<file path="config.mk">
export PLATFORM = sky130hd
export DESIGN_NAME = shp_host_port
export DESIGN_NICKNAME = d
export VERILOG_FILES = /design/src/verilog/shp_pkg.sv /design/src/verilog/shp_host_port.sv /design/src/verilog/shp_reg_array.sv
export SDC_FILE = /design/constraint.sdc
export NUM_CORES = 2
export LEC_CHECK = 0
export BUFFER_PORTS_ARGS = -buffer_cell sky130_fd_sc_hd__buf_2
export CAP_MARGIN = 15
export CORE_ASPECT_RATIO = 1.1
export CORE_MARGIN = 5
export CORE_UTILIZATION = 39
export CTS_CLUSTER_SIZE = 40
export DETAILED_ROUTE_END_ITERATION = 12
export HOLD_SLACK_MARGIN = 0.06
export PLACE_DENSITY = 0.61
export SETUP_SLACK_MARGIN = 0.1
export SYNTH_ARGS = -nofsm -noshare
export SYNTH_HDL_FRONTEND = slang
export SYNTH_HIERARCHICAL = 1
export SYNTH_SLANG_ARGS = --single-unit
</file>
<file path="constraint.sdc">
create_clock -name clk -period 73.2 [get_ports clk]
set_input_delay 14.64 -clock clk [delete_from_list [all_inputs] [get_ports clk]]
set_output_delay 14.64 -clock clk [all_outputs]
set_load 0.1 [all_outputs]
</file>
<file path="src/verilog/shp_pkg.sv">
// Shared constants, states and carriers for the synchronous host register port.
// Assumes a single host bus clock drives every flip-flop of the port.
package shp_pkg;
    localparam int ADDR_W = 7;
    localparam int DATA_W = 16;
    localparam int LANES = DATA_W / 8;
    localparam int DEPTH = 1 << ADDR_W;

    localparam logic [ADDR_W-1:0] ADDR_RST = 7'h00;
    localparam logic [DATA_W-1:0] DATA_RST = 16'h0000;
    localparam logic [LANES-1:0] LANES_ALL = 2'h3;
    localparam logic [LANES-1:0] LANES_LOW = 2'h1;
    localparam logic [LANES-1:0] LANES_OFF = 2'h0;

    // Phase tracker: idle, or an address is held for the next execute phase
    typedef enum logic [0:0] {
        ST_IDLE = 1'b0,
        ST_ADDRESSED = 1'b1
    } shp_phase_e;

    // Host pins sampled on the host bus clock; all strobes active low
    typedef struct packed {
        logic chipSelectN;
        logic addressStrobeN;
        logic writeNotRead;
        logic [ADDR_W-1:0] addr;
        logic [DATA_W-1:0] wrData;
    } shp_host_req_s;

    // One write into the register array
    typedef struct packed {
        logic en;
        logic [LANES-1:0] byteEn;
        logic [ADDR_W-1:0] addr;
        logic [DATA_W-1:0] data;
    } shp_wr_s;
endpackage : shp_pkg

</file>
<file path="src/verilog/shp_host_port.sv">
// Synchronous host register port: address phase then execute phase.
// Assumes the host keeps the bus clock running and drives pins synchronously.
//
// What this block does
// - Width select picks 8-bit or 16-bit data
// - Sample all inputs on clock except OE and the asynchronous reset
// - Every access is address then execute
// - Address load and write happen only while chip select low; read lanes drive the next period even if select is high
// - Strobe low captures address for next period
// - Strobe high, select low executes pending access
// - Strobe held low reloads and writes nothing; lanes of a read just addressed still drive in the held period
// - Direction low at address means read
// - Direction high stores data ending execute
// - Drive data only on read with OE
// - Seven-bit address loaded while strobe low
`timescale 1ns/100ps
module shp_host_port
    import shp_pkg::*;
(
    input wire logic clk,
    input wire logic rst,
    input wire shp_host_req_s hostReq,
    input wire logic busWidthSelect,
    input wire logic outputEnableN,
    output logic [DATA_W-1:0] dataOut,
    output logic [LANES-1:0] dataDriveN,
    input wire logic [ADDR_W-1:0] coreRdAddr,
    output logic [DATA_W-1:0] coreRdData
);
    shp_phase_e phase_q;
    shp_phase_e phase_d;
    logic [ADDR_W-1:0] addr_q;
    logic isWrite_q;
    logic [LANES-1:0] laneArmed_q;
    logic [DATA_W-1:0] rdData_q;
    logic [DATA_W-1:0] coreRdData_q;
    logic [DATA_W-1:0] hostRdData;
    logic [DATA_W-1:0] coreRdRaw;
    logic selected;
    logic addrPhase;
    logic execPhase;
    logic [LANES-1:0] laneMask;
    shp_wr_s wr;

    // Pin terms are plain samples of synchronous inputs
    assign selected = !hostReq.chipSelectN;
    assign addrPhase = selected && !hostReq.addressStrobeN;
    assign execPhase = selected && hostReq.addressStrobeN && (phase_q == ST_ADDRESSED);
    assign laneMask = busWidthSelect ? LANES_LOW : LANES_ALL;

    always_comb begin
        phase_d = ST_IDLE;
        unique case (phase_q)
            ST_IDLE: begin
                if (addrPhase) begin
                    phase_d = ST_ADDRESSED;
                end
            end
            ST_ADDRESSED: begin
                // One execute period returns to idle; a held strobe keeps addressing
                if (addrPhase) begin
                    phase_d = ST_ADDRESSED;
                end else begin
                    phase_d = ST_IDLE;
                end
            end
        endcase
    end

    always_ff @(posedge clk or posedge rst) begin
        if (rst) begin
            phase_q <= ST_IDLE;
        end else begin
            phase_q <= phase_d;
        end
    end

    // Address and direction captured together while strobe is low
    always_ff @(posedge clk or posedge rst) begin
        if (rst) begin
            addr_q <= ADDR_RST;
            isWrite_q <= 1'b0;
        end else if (addrPhase) begin
            addr_q <= hostReq.addr;
            isWrite_q <= hostReq.writeNotRead;
        end
    end

    // Write data is taken at the edge that closes the execute period
    always_comb begin
        wr.en = execPhase && isWrite_q;
        wr.byteEn = laneMask;
        wr.addr = addr_q;
        wr.data = hostReq.wrData;
    end

    // Read data is fetched at the address edge so it is valid all through
    // the execute period; a lookahead costs nothing since the array is flops
    always_ff @(posedge clk or posedge rst) begin
        if (rst) begin
            rdData_q <= DATA_RST;
            laneArmed_q <= LANES_OFF;
        end else if (addrPhase) begin
            rdData_q <= hostRdData & {{8{!busWidthSelect}}, 8'hFF};
            laneArmed_q <= hostReq.writeNotRead ? LANES_OFF : laneMask;
        end else begin
            laneArmed_q <= LANES_OFF;
        end
    end

    always_ff @(posedge clk or posedge rst) begin
        if (rst) begin
            coreRdData_q <= DATA_RST;
        end else begin
            coreRdData_q <= coreRdRaw;
        end
    end

    shp_reg_array #(
        .AW(ADDR_W),
        .DW(DATA_W)
    ) u_regs (
        .clk(clk),
        .rst(rst),
        .wr(wr),
        .hostRdAddr(hostReq.addr),
        .hostRdData(hostRdData),
        .coreRdAddr(coreRdAddr),
        .coreRdData(coreRdRaw)
    );

    assign dataOut = rdData_q;
    assign coreRdData = coreRdData_q;
    // Output enable acts without the clock, so only this gate follows it
    assign dataDriveN = ~laneArmed_q | {LANES{outputEnableN}};
endmodule : shp_host_port

</file>
<file path="src/verilog/shp_reg_array.sv">
// Register storage behind the host port: one write port, two read ports.
// Assumes writes arrive as single-cycle strobes from the host port logic.
`timescale 1ns/100ps
module shp_reg_array
    import shp_pkg::*;
#(
    parameter int AW = ADDR_W,
    parameter int DW = DATA_W
) (
    input wire logic clk,
    input wire logic rst,
    input wire shp_wr_s wr,
    input wire logic [AW-1:0] hostRdAddr,
    output logic [DW-1:0] hostRdData,
    input wire logic [AW-1:0] coreRdAddr,
    output logic [DW-1:0] coreRdData
);
    logic [DW-1:0] mem [0:(1<<AW)-1];

    // Reset clears the array so reads are defined before any write
    always_ff @(posedge clk or posedge rst) begin
        if (rst) begin
            for (int i = 0; i < (1 << AW); i++) begin
                mem[i] <= DATA_RST;
            end
        end else if (wr.en) begin
            for (int b = 0; b < DW / 8; b++) begin
                if (wr.byteEn[b]) begin
                    mem[wr.addr][b*8 +: 8] <= wr.data[b*8 +: 8];
                end
            end
        end
    end

    assign hostRdData = mem[hostRdAddr];
    assign coreRdData = mem[coreRdAddr];
endmodule : shp_reg_array
</file>
==> run summary <==
# nets final = 6378
Critical path launch point type = primary input
Power Density = 20.66 nW/um^2
Antenna violations before repair = 12
Vias in the first global route = 67770
Fill cells = 24590
Die ar. = 293000 sq um
Routed vias/inst = 6.183
Core box area = 281000 sq um
Placer Congestion = 0.8342
Ys async rst share = 1.000
TritonCTS clock tree = yes
Min-Delay Startpoint = dataOut[0]
Mapped Cells = 6465
Post-synth EDFFs = 0
Total Power = 2.515 mW
DR vias = 63210
CP arrival = 15.29 ns
Ports = 71
Post-Route WL = 330900 um
Distinct cell type count after synthesis = 27
Max-slew headroom = 0.1662
Hold Violations, Final = 0
Post_cts resized = 0
Slew @ Worst Pin = 1.246 ns
Largest net degree at the start of global routing = 170
FF+latch area = 52330 sq um
First-pass GRT wire length = 487700 um
Lkg Pwr = 54.66 nW
H-tree levels = 4
TritonRoute pass-1 iters = 5
Worst skew pair latency = 0.91 ns
Post-synthesis register bit count = 2091
FP Rows = 204
Share of layout cells above drive strength 1 = 0.6177
Min-Delay Path Class = reg2reg
Global router's overall resource usage = 0.2256
Crit path max fanout = 2
Seq/Total Area, Yosys = 0.4753
Fmax = 33.41 MHz
TritonCTS buffer count = 226
Critical path class = in2out
Postcts setup bufs = 0
Number of setup violations in the final report = 0
Worst r2r src = addr_q[3]
Mean post-synth cell area = 17.03 sq um
Worst IR Drop VDD = 0.01771 mV
CTS Buffer Depth = 4
DP HPWL = 206700 um
YS warnings = 6
IO buf count = 70
Final Critical Period = 29.93 ns
Multi-input logic area = 55400 sq um
Top FF cell, synth = dfrtp_1
Total gr overflow = 0
Mapped cell area = 110100 sq um
WP data required = 58.56 ns
Max Slew Vio Count = 0
Initial core utilization = 0.3918
DR WL/cell = 32.36 um
Antenna Nets Post-Route = 0
Status = finished, final reports clean
Area growth syn-to-layout = 10.58%
Max Cap Viol = 0
DRC = 0
Iter 0 DRT Violations = 4970
RSZ-0062 raised after global routing = false
Clock Pin Slew Worst Setup and Hold Paths = 0.06 ns
Root buf cell = clkbuf_16
Crit path capture type = primary output
Critical path origin = outputEnableN
Clk sinks = 2091
Clock skew = 0.04129 ns
Final worst path period share = 0.4089
Die width = 516.6 um
Post-CTS Hold Fix Bufs = 0
TNS Setup = 0 ns
Height of the die = 567.3 um
-- Yosys cell counts (all sizes together) (2+ instances only) --
| master | number | share of area |
|---|---|---|
| clkbuf | 399 | 0.014 |
| and3b | 2 | 0.00016 |
| nand3 | 10 | 0.00045 |
| dfrtp | 2091 | 0.48 |
| nor3b | 4 | 0.00027 |
| nor2b | 6 | 0.00034 |
| nand2 | 83 | 0.0028 |
| and3 | 2 | 0.00011 |
| mux2 | 2096 | 0.21 |
| nor2 | 204 | 0.0070 |
| nor3 | 7 | 0.00032 |
| mux4 | 1344 | 0.27 |
| inv | 4 | 0.00016 |
| nand2b | 14 | 0.00080 |
| buf | 178 | 0.0081 |
| o21ai | 16 | 0.00073 |
-- per-stage QoR --
| step | std cells | util | area (sq um) | setup slack (ns) | hold slack (ns) |
|---|---|---|---|---|---|
| finish | 10220 | 0.4332 | 121700 | 43.27 | 0.5120 |
| global route | 10220 | 0.4332 | 121700 | 43.22 | 0.5228 |
| CTS | 10210 | 0.4327 | 121600 | 43.24 | 0.5049 |
| detailed placement | 9814 | 0.4060 | 114100 | 43.24 | 0.4918 |
| global placement | 9809 | 0.4058 | 114000 | 43.20 | 0.4923 |
| floorplan | 6466 | - | 110100 | 0.7104 | 0.4742 |
-- layout by cell type (no fill, tap or decap), types with 19 or more instances in the layout --
master / count
nand2_1: 83
clkbuf_1: 46
buf_2: 44
bufinv_16: 19
buf_4: 153
clkbuf_8: 53
clkinv_2: 36
nor2_1: 204
dfrtp_1: 2091
mux4_2: 1344
clkbuf_16: 230
mux2_2: 2087
-- routing by layer --
metal  GRT usage  wire length [um]  part of all wire  vias to the layer above
li1            -                 -                 -                    25300
met1      0.2973            132300              0.40                    35210
met4      0.1027             17770             0.054                        6
met2      0.3710            162700              0.49                     1993
met3     0.03296             17940             0.054                      701
met5    0.002120               117           0.00035                        -
-- state kept, by name, summed over array words and instances, names as in the netlist --
register / cells
u_regs/mem: 2048
coreRdData: 16
phase_q: 1
laneArmed_q: 2
addr_q: 7
dataOut: 16
isWrite_q: 1
-- cell type report --
class	count	share of cell area
multi-input combinational	3794	0.4551
sequential	2091	0.4298
inverter	4	0.0002055
clock inverter	65	0.007102
clock buffer	328	0.05457
antenna	9	0.0001850
tap	3708	0.03811
timing repair buffer	224	0.01492
-- cell families after synthesis --
logic type / count (synthesis) / synth area share
other: 1 / 0.00003406
multiplexers: 3440 / 0.4896
flip-flops: 2091 / 0.4753
AO/OA/AOI/OAI: 16 / 0.0007274
AND/OR/NAND/NOR: 336 / 0.01252
buffers and inverters: 581 / 0.02182
-- path summary, 6_finish.rpt --
| path | to | slack [ns] | depth (start not counted) |
|---|---|---|---|
| min in group asynchronous | laneArmed_q[1] | 13.69 | 2 |
| setup reg to reg | u_regs/mem[260] | 69.25 | 4 |
| setup / recovery | dataDriveN[0] | 43.27 | 3 |
| hold / removal | dataOut[0] | 0.51 | 1 |
| max in group asynchronous | u_regs/mem[175] | 55.10 | 7 |
| hold reg to reg | dataOut[0] | 0.51 | 1 |
-- worst max-delay path: stages --
cell      delay [ns]
buf_2           0.09
nand2b_1        0.12
buf_2           0.43
-- power breakdown --
part | internal, mW | leakage (nW) | switching [mW]
clock network | 0.692 | 3.71 | 0.483
registers | 1.17 | 29.2 | 0.00957
logic | 0.0531 | 21.8 | 0.111
No activity file was read; power rests on OpenSTA's default activity.
